--- src/common/mre_pkg.sv ---
// Package with constants, encodings and carriers for the execute block.
`default_nettype none
package mre_pkg;

  // ****************************************************************
  // Instruction word and operand layout
  // ****************************************************************
  localparam int unsigned INSTR_W = 14; // Width of one program word.
  localparam int unsigned DATA_W = 8; // Width of accumulator and files.
  localparam int unsigned FADDR_W = 7; // File address, 0 to 127.
  localparam int unsigned PC_W = 13; // Width of a return address.
  localparam int unsigned DEST_BIT = 7; // Position of the destination bit.

  // Opcode match values; the literal forms compare the top four bits,
  // the file forms the top six, the store form the top seven.
  localparam logic [3:0] OPC_LIT_LOAD = 4'hc;
  localparam logic [3:0] OPC_RET_LIT = 4'hd;
  localparam logic [5:0] OPC_OR_FILE = 6'h04;
  localparam logic [5:0] OPC_MOVE_FILE = 6'h08;
  localparam logic [5:0] OPC_ROT_LEFT = 6'h0d;
  localparam logic [5:0] OPC_ROT_RIGHT = 6'h0c;
  localparam logic [6:0] OPC_STORE_ACC = 7'h01;
  localparam logic [13:0] OPC_INT_RETURN = 14'h0009;
  localparam logic [13:0] OPC_NOP_MASK = 14'h3f9f; // Don't-care bits clear.
  localparam logic [13:0] OPC_NOP_VALUE = 14'h0000;

  // ****************************************************************
  // Register map on the APB side, byte addresses
  // ****************************************************************
  localparam logic [11:0] ADDR_CTRL = 12'h000; // Run enable.
  localparam logic [11:0] ADDR_ACCUM = 12'h004; // Working accumulator.
  localparam logic [11:0] ADDR_STATUS = 12'h008; // Carry and zero flags.
  localparam logic [11:0] ADDR_INTCTL = 12'h00c; // Interrupt enable.
  localparam logic [11:0] ADDR_DIAG = 12'h010; // Sticky error and state.

  localparam int unsigned CTRL_RUN_BIT = 0;
  localparam int unsigned STATUS_C_BIT = 0;
  localparam int unsigned STATUS_Z_BIT = 2;
  localparam int unsigned INTCTL_GIE_BIT = 7;
  localparam int unsigned DIAG_ILLEGAL_BIT = 0;
  localparam int unsigned DIAG_STATE_LSB = 8;

  // Values after reset.
  localparam logic RST_RUN = 1'b1;
  localparam logic [7:0] RST_ACCUM = 8'h00;
  localparam logic RST_FLAG = 1'b0;
  localparam logic RST_GIE = 1'b0;

  // ****************************************************************
  // Types
  // ****************************************************************
  // Decoded operation.
  typedef enum logic [3:0] {
    OP_NOP, OP_LIT_LOAD, OP_OR_FILE, OP_STORE_ACC, OP_MOVE_FILE,
    OP_ROT_LEFT, OP_ROT_RIGHT, OP_RET_LIT, OP_INT_RETURN, OP_ILLEGAL
  } mre_op_t;

  // Sequencer states, Gray coded around the ring.
  typedef enum logic [1:0] {
    ST_FETCH = 2'b00,
    ST_EXEC = 2'b01,
    ST_FLUSH_A = 2'b11,
    ST_FLUSH_B = 2'b10
  } mre_state_t;

  // Decoded instruction fields.
  typedef struct packed {
    mre_op_t op;
    logic dest;
    logic [6:0] faddr;
    logic [7:0] lit;
  } mre_dec_t;

  // One write toward the file register array.
  typedef struct packed {
    logic en;
    logic [6:0] addr;
    logic [7:0] data;
  } mre_fwr_t;

  // Program counter redirect toward fetch.
  typedef struct packed {
    logic load;
    logic [12:0] addr;
  } mre_pcld_t;

endpackage
`default_nettype wire

--- src/rtl/mre_decode.sv ---
// Instruction decoder for the execute block.
`timescale 1ns/1ps
`default_nettype none
module mre_decode
(
  input wire logic [mre_pkg::INSTR_W-1:0] instr_word,
  output mre_pkg::mre_dec_t dec
);
  import mre_pkg::*;

  // ****************************************************************
  // Classify the word and pull out its operand fields
  // ****************************************************************
  // Operand fields are taken for every word; only the op decides
  // which of them the execute stage looks at.
  always_comb
  begin
    dec.dest = instr_word[DEST_BIT];
    dec.faddr = instr_word[FADDR_W-1:0];
    dec.lit = instr_word[DATA_W-1:0];
    if (instr_word[13:10] == OPC_LIT_LOAD)
      dec.op = OP_LIT_LOAD;
    else if (instr_word[13:10] == OPC_RET_LIT)
      dec.op = OP_RET_LIT;
    else if (instr_word[13:8] == OPC_OR_FILE)
      dec.op = OP_OR_FILE;
    else if (instr_word[13:8] == OPC_MOVE_FILE)
      dec.op = OP_MOVE_FILE;
    else if (instr_word[13:8] == OPC_ROT_LEFT)
      dec.op = OP_ROT_LEFT;
    else if (instr_word[13:8] == OPC_ROT_RIGHT)
      dec.op = OP_ROT_RIGHT;
    else if (instr_word[13:7] == OPC_STORE_ACC)
      dec.op = OP_STORE_ACC;
    else if (instr_word == OPC_INT_RETURN)
      dec.op = OP_INT_RETURN;
    else if ((instr_word & OPC_NOP_MASK) == OPC_NOP_VALUE)
      dec.op = OP_NOP;
    else
      dec.op = OP_ILLEGAL; // Outside this block's instruction subset.
  end

endmodule
`default_nettype wire

--- src/rtl/mre_alu.sv ---
// Data path for OR, move and the two rotates through carry.
`timescale 1ns/1ps
`default_nettype none
module mre_alu
(
  input wire mre_pkg::mre_op_t op,
  input wire logic [mre_pkg::DATA_W-1:0] accum,
  input wire logic [mre_pkg::DATA_W-1:0] fdata,
  input wire logic carry_in,
  output logic [mre_pkg::DATA_W-1:0] result,
  output logic carry_out,
  output logic zero
);
  import mre_pkg::*;

  // ****************************************************************
  // Result and flag candidates
  // ****************************************************************
  // The caller decides which flag it keeps; this stage only offers
  // both, so that no flag moves by accident here.
  always_comb
  begin
    result = fdata;
    carry_out = carry_in;
    unique case (op)
      OP_OR_FILE:
        result = accum | fdata;
      OP_ROT_LEFT:
      begin
        result = {fdata[6:0], carry_in};
        carry_out = fdata[7];
      end
      OP_ROT_RIGHT:
      begin
        result = {carry_in, fdata[7:1]};
        carry_out = fdata[0];
      end
      default:
        result = fdata; // Moves pass the file value through.
    endcase
    zero = (result == 8'h00);
  end

endmodule
`default_nettype wire

--- src/rtl/mre_exec.sv ---
// Execute stage for loads, OR, moves, rotates and returns, with APB.
//
// Decided for this implementation: the placing of the registers and the APB interface to the registers.
`timescale 1ns/1ps
`default_nettype none
module mre_exec
(
  input wire logic clk_sys,
  input wire logic rstn,
  input wire logic psel,
  input wire logic penable,
  input wire logic pwrite,
  input wire logic [11:0] paddr,
  input wire logic [31:0] pwdata,
  output logic [31:0] prdata,
  output logic pready,
  output logic pslverr,
  input wire logic instr_valid,
  input wire logic [mre_pkg::INSTR_W-1:0] instr_word,
  output logic instr_ready,
  output logic [mre_pkg::FADDR_W-1:0] file_rd_addr,
  input wire logic [mre_pkg::DATA_W-1:0] file_rd_data,
  output mre_pkg::mre_fwr_t file_wr,
  input wire logic [mre_pkg::PC_W-1:0] top_of_return_stack,
  output logic stack_pop,
  output mre_pkg::mre_pcld_t pc_load,
  output logic fetch_flush,
  output logic global_interrupt_enable
);
  import mre_pkg::*;

  // ****************************************************************
  // Declarations
  // ****************************************************************
  mre_state_t state_r, state_nxt; // Sequencer position.
  mre_dec_t dec_now; // Decode of the word on the port.
  mre_dec_t dec_r, dec_nxt; // Instruction held for execution.
  logic [7:0] accum_r, accum_nxt; // Working accumulator.
  logic carry_r, carry_nxt; // Carry flag.
  logic zero_r, zero_nxt; // Zero flag.
  logic gie_r, gie_nxt; // Global interrupt enable.
  logic run_r, run_nxt; // Software run enable.
  logic illegal_r, illegal_nxt; // Sticky unsupported-op flag.
  logic [6:0] rd_addr_r, rd_addr_nxt; // Registered file read address.
  mre_fwr_t fwr_r, fwr_nxt; // Registered file write.
  mre_pcld_t pcld_r, pcld_nxt; // Registered counter redirect.
  logic pop_r, pop_nxt; // Registered stack pop pulse.
  logic flush_r, flush_nxt; // Registered prefetch discard pulse.
  logic [31:0] prdata_r, prdata_nxt; // Read data held for the access.
  logic [7:0] alu_result; // Data path result.
  logic alu_carry; // Data path carry candidate.
  logic alu_zero; // Data path zero candidate.
  logic take; // Instruction accepted this cycle.
  logic bus_wr; // APB write takes effect at this edge.
  logic bus_setup; // APB setup cycle.
  logic addr_hit; // Address decodes to a register.

  // ****************************************************************
  // Submodules
  // ****************************************************************
  mre_decode u_decode
  (
    .instr_word(instr_word),
    .dec(dec_now)
  );

  mre_alu u_alu
  (
    .op(dec_r.op),
    .accum(accum_r),
    .fdata(file_rd_data),
    .carry_in(carry_r),
    .result(alu_result),
    .carry_out(alu_carry),
    .zero(alu_zero)
  );

  // ****************************************************************
  // Handshakes and port wiring
  // ****************************************************************
  // A word is taken only at the start of an instruction cycle, so a
  // stalled fetch simply waits; software can hold the core with run.
  assign take = instr_valid && instr_ready;
  assign instr_ready = (state_r == ST_FETCH) && run_r;
  assign file_rd_addr = rd_addr_r;
  assign file_wr = fwr_r;
  assign pc_load = pcld_r;
  assign stack_pop = pop_r;
  assign fetch_flush = flush_r;
  assign global_interrupt_enable = gie_r;

  // Zero-wait APB slave; unmapped addresses answer with an error.
  assign bus_setup = psel && !penable;
  assign bus_wr = psel && penable && pwrite;
  assign addr_hit = (paddr == ADDR_CTRL) || (paddr == ADDR_ACCUM) ||
                    (paddr == ADDR_STATUS) || (paddr == ADDR_INTCTL) ||
                    (paddr == ADDR_DIAG);
  assign pready = 1'b1;
  assign pslverr = psel && penable && !addr_hit;
  assign prdata = prdata_r;

  // ****************************************************************
  // Sequencer
  // ****************************************************************
  // Each instruction cycle is two clocks: FETCH registers the file
  // address, EXEC presents it, sees the read data and commits. Returns
  // add the two FLUSH clocks, a second instruction cycle in which the
  // prefetched word is thrown away.
  always_comb
  begin
    state_nxt = state_r;
    dec_nxt = dec_r;
    rd_addr_nxt = rd_addr_r;
    unique case (state_r)
      ST_FETCH:
        if (take)
        begin
          dec_nxt = dec_now;
          rd_addr_nxt = dec_now.faddr;
          state_nxt = ST_EXEC;
        end
      ST_EXEC:
        if (dec_r.op == OP_RET_LIT || dec_r.op == OP_INT_RETURN)
          state_nxt = ST_FLUSH_A;
        else
          state_nxt = ST_FETCH;
      ST_FLUSH_A:
        state_nxt = ST_FLUSH_B;
      ST_FLUSH_B:
        state_nxt = ST_FETCH;
    endcase
  end

  always_ff @(posedge clk_sys or negedge rstn)
  begin
    if (!rstn)
    begin
      state_r <= ST_FETCH;
      dec_r <= '0;
      rd_addr_r <= 7'h00;
    end
    else
    begin
      state_r <= state_nxt;
      dec_r <= dec_nxt;
      rd_addr_r <= rd_addr_nxt;
    end
  end

  // ****************************************************************
  // Execution and architectural state
  // ****************************************************************
  // Software writes are applied first and the instruction's effect
  // overrides them, so a commit is never lost to a racing bus write.
  // The interrupt enable and the sticky error follow set-over-clear.
  always_comb
  begin
    accum_nxt = accum_r;
    carry_nxt = carry_r;
    zero_nxt = zero_r;
    gie_nxt = gie_r;
    run_nxt = run_r;
    illegal_nxt = illegal_r;
    fwr_nxt = '0;
    pcld_nxt = '0;
    pop_nxt = 1'b0;
    flush_nxt = 1'b0;
    if (bus_wr)
    begin
      unique case (paddr)
        ADDR_CTRL:
          run_nxt = pwdata[CTRL_RUN_BIT];
        ADDR_ACCUM:
          accum_nxt = pwdata[7:0];
        ADDR_STATUS:
        begin
          carry_nxt = pwdata[STATUS_C_BIT];
          zero_nxt = pwdata[STATUS_Z_BIT];
        end
        ADDR_INTCTL:
          gie_nxt = pwdata[INTCTL_GIE_BIT];
        ADDR_DIAG:
          if (pwdata[DIAG_ILLEGAL_BIT])
            illegal_nxt = 1'b0; // Write one to clear.
        default:
          run_nxt = run_r; // Unmapped: no state changes.
      endcase
    end
    if (state_r == ST_EXEC)
    begin
      unique case (dec_r.op)
        OP_LIT_LOAD:
          accum_nxt = dec_r.lit;
        OP_OR_FILE, OP_MOVE_FILE, OP_ROT_LEFT, OP_ROT_RIGHT:
        begin
          if (dec_r.op == OP_ROT_LEFT || dec_r.op == OP_ROT_RIGHT)
            carry_nxt = alu_carry;
          else
            zero_nxt = alu_zero;
          if (dec_r.dest)
          begin
            fwr_nxt.en = 1'b1;
            fwr_nxt.addr = dec_r.faddr;
            fwr_nxt.data = alu_result;
          end
          else
            accum_nxt = alu_result;
        end
        OP_STORE_ACC:
        begin
          fwr_nxt.en = 1'b1;
          fwr_nxt.addr = dec_r.faddr;
          fwr_nxt.data = accum_r;
        end
        OP_RET_LIT, OP_INT_RETURN:
        begin
          if (dec_r.op == OP_RET_LIT)
            accum_nxt = dec_r.lit;
          else
            gie_nxt = 1'b1;
          pop_nxt = 1'b1;
          pcld_nxt.load = 1'b1;
          pcld_nxt.addr = top_of_return_stack;
          flush_nxt = 1'b1;
        end
        OP_ILLEGAL:
          illegal_nxt = 1'b1; // Flagged for software, nothing else.
        OP_NOP:
          illegal_nxt = illegal_r;
      endcase
    end
  end

  always_ff @(posedge clk_sys or negedge rstn)
  begin
    if (!rstn)
    begin
      accum_r <= RST_ACCUM;
      carry_r <= RST_FLAG;
      zero_r <= RST_FLAG;
      gie_r <= RST_GIE;
      run_r <= RST_RUN;
      illegal_r <= 1'b0;
      fwr_r <= '0;
      pcld_r <= '0;
      pop_r <= 1'b0;
      flush_r <= 1'b0;
    end
    else
    begin
      accum_r <= accum_nxt;
      carry_r <= carry_nxt;
      zero_r <= zero_nxt;
      gie_r <= gie_nxt;
      run_r <= run_nxt;
      illegal_r <= illegal_nxt;
      fwr_r <= fwr_nxt;
      pcld_r <= pcld_nxt;
      pop_r <= pop_nxt;
      flush_r <= flush_nxt;
    end
  end

  // ****************************************************************
  // APB read data
  // ****************************************************************
  // Read data is captured in the setup cycle so that prdata comes
  // from a flop while the slave still answers with no wait state.
  // The value is therefore as of the setup edge, one clock early.
  always_comb
  begin
    prdata_nxt = prdata_r;
    if (bus_setup && !pwrite)
    begin
      prdata_nxt = 32'h0000_0000;
      unique case (paddr)
        ADDR_CTRL:
          prdata_nxt[CTRL_RUN_BIT] = run_r;
        ADDR_ACCUM:
          prdata_nxt[7:0] = accum_r;
        ADDR_STATUS:
        begin
          prdata_nxt[STATUS_C_BIT] = carry_r;
          prdata_nxt[STATUS_Z_BIT] = zero_r;
        end
        ADDR_INTCTL:
          prdata_nxt[INTCTL_GIE_BIT] = gie_r;
        ADDR_DIAG:
        begin
          prdata_nxt[DIAG_ILLEGAL_BIT] = illegal_r;
          prdata_nxt[DIAG_STATE_LSB +: 2] = state_r;
        end
        default:
          prdata_nxt = 32'h0000_0000; // Unmapped reads as zero.
      endcase
    end
  end

  always_ff @(posedge clk_sys or negedge rstn)
  begin
    if (!rstn)
      prdata_r <= 32'h0000_0000;
    else
      prdata_r <= prdata_nxt;
  end

endmodule
`default_nettype wire

--- config.mk ---
export PLATFORM = sky130hd
export DESIGN_NAME = mre_exec
export DESIGN_NICKNAME = d
export VERILOG_FILES = /design/src/common/mre_pkg.sv /design/src/rtl/mre_decode.sv /design/src/rtl/mre_alu.sv /design/src/rtl/mre_exec.sv
export SDC_FILE = /design/constraint.sdc
export NUM_CORES = 1
export LEC_CHECK = 0
export BUFFER_PORTS_ARGS = -buffer_cell sky130_fd_sc_hd__buf_4
export CORE_MARGIN = 3
export CORE_UTILIZATION = 48
export DETAILED_ROUTE_END_ITERATION = 10
export PLACE_DENSITY_LB_ADDON = 0.15
export SETUP_SLACK_MARGIN = 0.1
export SLEW_MARGIN = 20
export SYNTH_ARGS = -nofsm -noshare
export SYNTH_HDL_FRONTEND = slang
export SYNTH_SLANG_ARGS = --single-unit
export TNS_END_PERCENT = 100
--- constraint.sdc ---
create_clock -name clk_sys -period 2.3 [get_ports clk_sys]
set_input_delay 0.46 -clock clk_sys [delete_from_list [all_inputs] [get_ports clk_sys]]
set_output_delay 0.46 -clock clk_sys [all_outputs]
set_load 0.05 [all_outputs]
Word-level counts from Yosys, hierarchy flattened
Cells that the tools add are included.
Widths: inputs -> output; s select.
{ "word_totals": {"regBits": 76, "inputBits": 85, "word_cells": 124} }
{ "classes": {"n_eq_ne": 27, "mux": 53, "bitwise_logic": 1, "reduce_logical": 25} }
{ "op_table": {"columns": ["op", "count"], "rows": [
  ["$pmux 8 s3", 2],
  ["$mux 4", 10],
  ["$mux 8", 5],
  ["$mux 16", 2],
  ["$pmux 16 s2", 1],
  ["$mux 14", 2],
  ["$eq 12x4->1 const B", 2],
  ["$mux 1", 22],
  ["$eq 6x4->1 const B", 3],
  ["$eq 4x3->1 const B", 4],
  ["$eq 4x4->1 const B", 4],
  ["$eq 14x4->1 const B", 1],
  ["$logic_not 14->1", 1],
  ["$eq 12x3->1 const B", 1],
  ["$eq 12x5->1 const B", 1],
  ["$logic_not 12->1", 1],
  ["$eq 4x2->1 const B", 2],
  ["$logic_not 8->1", 1],
  ["$or 8x8->8", 1],
  ["$pmux 1 s2", 4],
  ["$pmux 2 s4", 1],
  ["$eq 7x1->1 const B", 1],
  ["$logic_and 1x1->1", 7],
  ["$eq 6x3->1 const B", 1],
  ["14 further kinds", 26]
]} }

Logic depth before layout (Yosys ltp)
{ "logic_depth": {"ltp_word": 10, "mapped_depth": 7} }

Modules after synthesis
Synthesis repeated with hierarchy kept, for this count alone.
{ "unflattened": {"hier_cells": 411, "area_unflattened_um2": 4240.3} }
{ "modules_own_cells": {"columns": ["module", "instances", "cells_each", "area_per_inst_um2", "seq_area_each_um2"], "rows": [
  ["mre_exec", 1, 313, 3562.2, 1878.1],
  ["mre_alu", 1, 64, 434.2, 0.0],
  ["mre_decode", 1, 34, 244.0, 0.0]
]} }

Worst setup path after synthesis
OpenSTA, ideal clock, no wires.
{ "synth_path": {"path_type": "register -> register", "start": "register run_r", "end": "register dec_r[15] (netlist bit)", "setup_time_ps": 125, "t_arrival_ps": 2864, "path_slack_ps": -689, "stages_incl_launch_ff": 6, "path_buffers": 2, "cell_sequence": "dfstp_2 -> nor3b_1 -> and2_1 -> clkbuf_1 -> buf_1 -> mux2_2"} }
{ "synth_between": {"elab_chain_cells": 3} }
{ "synth_rtl": {"columns": ["item", "line_no", "text"], "rows": [
  ["from (decl)", "mre_exec.sv:42", "logic run_r, run_nxt;"],
  ["from (signal assigned)", "mre_exec.sv:255", "run_r <= run_nxt;"],
  ["$logic_and 1x1->1", "mre_exec.sv:84", "assign instr_ready = (state_r == ST_FETCH) && run_r;"],
  ["net instr_ready", "mre_exec.sv:20", "output logic instr_ready,"],
  ["$logic_and 1x1->1", "mre_exec.sv:83", "assign take = instr_valid && instr_ready;"],
  ["$reduce_and 2->1 (no source line)", null, null],
  ["to (signal assigned)", "mre_exec.sv:145", "dec_r <= dec_nxt;"],
  ["to (decl)", "mre_exec.sv:37", "mre_dec_t dec_r, dec_nxt;"]
]} }
The timed path passes the listed nets, and every way through them passes these cells.
A chain may end at the register's enable or synchronous reset.

Worst setup path in the final report
{ "layout_path": {"start": "register dec_r[17] (netlist bit)", "end": "register zero_r"} }
{ "layout_between": {"elab_chain_cells": 6, "elab_cells_between_ends": 11, "classes_between": "eq/ne (4); mux (4); reduce/logical (3)"} }
{ "layout_rtl": {"columns": ["item", "line_no", "text"], "rows": [
  ["$eq 4x3->1 / $eq 4x2->1 (equally long branches)", "mre_alu.sv:25, mre_exec.sv:191, mre_exec.sv:196", null],
  ["$pmux 8 s3", "mre_alu.sv:25", "unique case (op)"],
  ["$logic_not 8->1", "mre_alu.sv:41", "zero = (result == 8'h00);"],
  ["$mux 1", "mre_exec.sv:196", "if (dec_r.op == OP_ROT_LEFT || dec_r.op == OP_ROT_RIGHT)"],
  ["$mux 1 (*)", "mre_exec.sv:191", "unique case (dec_r.op)"],
  ["$mux 1 (*)", "mre_exec.sv:189", "if (state_r == ST_EXEC)"],
  ["net zero_nxt", "mre_exec.sv:40", "logic zero_r, zero_nxt;"],
  ["to (signal assigned)", "mre_exec.sv:253", "zero_r <= zero_nxt;"],
  ["to (decl)", "mre_exec.sv:40", null]
]} }
The timed path passes the listed nets; every way through them passes the cells marked *.

==> metrics.txt <==
status complete, no violations; CP arrival 2.32 ns; Mapped Cells 365; post-synthesis simple-gate area fraction 19.6%; mux share of post-synthesis cell area 7.28%; Detail Route Antenna Nets 0; Sw Ratio 24.8%; final net count 573; Pleak 2.39 nW; Final Instance Area 4890 um^2; ant diodes 0; crit path launch type flop; Fmax 0.482 GHz; row count 31; YS warnings 0; vias in the first global route 3163; fin util 66.7%; drt wl/cell 17.2 um; clock share of power 45.0%; Place WS 0.265 ns; # Post-CTS Setup Buffers 0; initial antenna violation count 0; Post-Synthesis Cell Area 3660 um^2; largest net degree at the start of global routing 68; number of port buffers 112; critical path capture point type flop; global route overflow 0; DRT Pass-1 Iters 4; clk_skew 0.0102 ns; CTS Sinks 67; Crit Path Class reg2reg; crit path max-delay cell type dfrtp_1; fillcell total 600; TritonCTS buffer count 9; cell taking the most area after synthesis dfrtp_1; Final Setup Violations 0; DIE HEIGHT 93.3 um; Tightest Pin Transition 0.837 ns; CP startpoint dec_r[17]; max incr delay on CP 0.55 ns; DRC Markers 0; PnR worst setup slack 0.226 ns; first-pass GRT wire length 16200 um; CTS root buf clkbuf_8; commonest non-fill, non-tap cells in the layout buf_4, dfrtp_1, nand2_1, conb_1, nor2_1; Most used DFF post-synth dfrtp_1; number of synthesized register bits 67; register area share after synthesis 45.9%; FF+latch area 1680 um^2; ys async rst share 100%; Cell Pwr Density 556 nW/um^2; Hold Crit Class in2async; DPL Wire Length 7610 um; setup_tns 0 ns; max cap viols 0; Sw Pwr 0.000675 W; H-tree levels 3; compound-cell area share of the yosys netlist 17.7%; Max FO, Critical Path 14; Vias/cell 5.42; via count 3207; Hold Buf Count CTS 0; num ports 160; Die X 93.3 um; Routed WL 10200 um; synth-to-layout area growth 33.6%; most common cell after layout, fill and taps aside buf_4; Worst R2R Start dec_r[17]; Required @ worst endpoint 2.54 ns; area of the die 8710 um^2; Cell Chain, Critical Path nor2b_1 -> a32oi_1 -> o221ai_1 -> buf_4 -> nor4_1 -> a31o_2; clock tree from TritonCTS done; Area contributors post-synth dfrtp_1, buf_4, mux2_2; clock-pin slew on the worst setup and hold paths 0.07 ns; Post-synth EDFFs 0; Int Power 0.00204 W; post-synth top area share 45.1%; share of cells above drive strength 1 36.9%; RSZ-0062 raised after global routing false; Netlist cell types 53; Slew Limit Fails 0; Gate power share 11.4%; final hold violations 0; Avg Cell Area, Syn 10.0 um^2; area of the multi-input gates 1740 um^2; maximum clock path buffer count 2; DRT iter0 DRCs 260; Core Box Area 7330 um^2; Fin Hold WS 0.197 ns; Worst VDD drop 0.000291 V; routability cong. 0.867; area post-placement 4640 um^2; largest family of logic cells by synthesized area simple AND/OR/NAND/NOR gates; Flop pwr share 43.6%; Tcrit/Tclk final 90.2%; minimum clock period 2.07 ns; area share of fa/ha/maj cells after synthesis 0%; Rel. slew slack 44.2%; XOR/XNOR share of the synthesized area 0.239%; Total GRT Usage 24.2%; Initial Util 49.9%; Skew-Pair Late Insertion Delay 0.35 ns
## synth_stat cells, types with 2 or more instances
cell type and number:
dfrtp_1 66, nor3b_1 5, buf_4 32, inv_1 5, nand2b_1 11, a311oi_1 3
nand4b_1 4, o22ai_1 12, a21o_1 2, conb_1 2, a22o_1 5, and2_1 10
nand3_1 4, o211a_1 3, mux2i_1 12, nor4_4 2, a22oi_1 19, a32oi_1 2
o21a_1 2, a221o_1 4, nand2_1 23, a31oi_1 4, o221ai_1 2, clkbuf_1 12
nor2_1 21, nor3_1 5, and3_1 14, buf_2 2, nor4b_1 2, a21oi_1 12
nor4_1 6, mux2_2 13, o21ai_0 13, nor2b_1 8, buf_1 5
## sequential cells by signal, summed over array words and instances, names as in the netlist
register	count
prdata	10
illegal_r	1
dec_r	12
state_r	2
global_interrupt_enable	1
pc_load	13
file_wr	16
zero_r	1
accum_r	8
carry_r	1
run_r	1
fetch_flush	1
## path summary, 6_finish.rpt
| check | cells past startpoint | to | slack, ns |
|---|---|---|---|
| max in group asynchronous | 1 | dec_r[18] | 1.50 |
| max | 6 | zero_r | 0.23 |
| min | 1 | pc_load[12] | 0.20 |
| min reg2reg | 2 | prdata[0] | 0.48 |
| max reg2reg | 6 | zero_r | 0.23 |
| min in group clk_sys | 2 | pc_load[3] | 0.34 |
## worst max-delay path: cells and delay by family, from the launching register on
family | cells | cell delay [ns]
AOI/OAI and AO/OA | 3 | 0.71
buffers and inverters | 1 | 0.19
DFF | 1 | 0.55
and+or+nand+nor | 2 | 0.51
## power by group through the flow
stage | clock network, W | logic, W | registers, W
6_report | 0.00122 | 0.000309 | 0.00119
5_1_grt | 0.00129 | 0.000334 | 0.00119
4_1_cts | 0.00124 | 0.000309 | 0.00118
3_5_place_dp | 0 | 0.000308 | 0.00121
3_3_place_gp | 0 | 0.000304 | 0.00121
2_1_floorplan | 0 | 0.000189 | 0.00121
## logic make-up (layout without fill, tap and decap cells)
kind of cell,count (synthesis),after routing
XOR/XNOR,1,1
buffers and inverters,56,163
other,2,23
AND/OR/NAND/NOR,122,122
flip-flops,67,67
multiplexers,25,25
AO/OA/AOI/OAI,92,92
## layer usage
| layer | routed length, um | vias to the layer above | global-route usage (%) | share of wire [%] |
|---|---|---|---|---|
| met5 | 0 | - | 0 | 0 |
| li1 | - | 1537 | - | - |
| met3 | 652 | 25 | 4.51 | 6.4 |
| met1 | 4320 | 1520 | 31.2 | 43 |
| met4 | 317 | 0 | 11.2 | 3.1 |
| met2 | 4870 | 125 | 39.3 | 48 |
## area by class of cell
class	count	area share, %
timing repair buffer	142	22.1
clock buffer	10	2.82
multi-input combinational	263	35.6
clock inverter	6	2.30
inverter	5	0.384
tap	99	2.53
sequential	67	34.3
## stage by stage
stage / power (W) / std cells
2_1_floorplan: 0.00139 / 386
3_3_place_gp: 0.00151 / 576
3_5_place_dp: 0.00152 / 576
4_1_cts: 0.00274 / 592
5_1_grt: 0.00281 / 592
6_report: 0.00272 / 592
## what timing repair did
item | in CTS | in global routing
endpoints found under the setup margin | 0 | 1
resized for setup | 0 | 1
endpoints found under the hold margin | 0 | 0
Power figures use the tool's default switching activity.
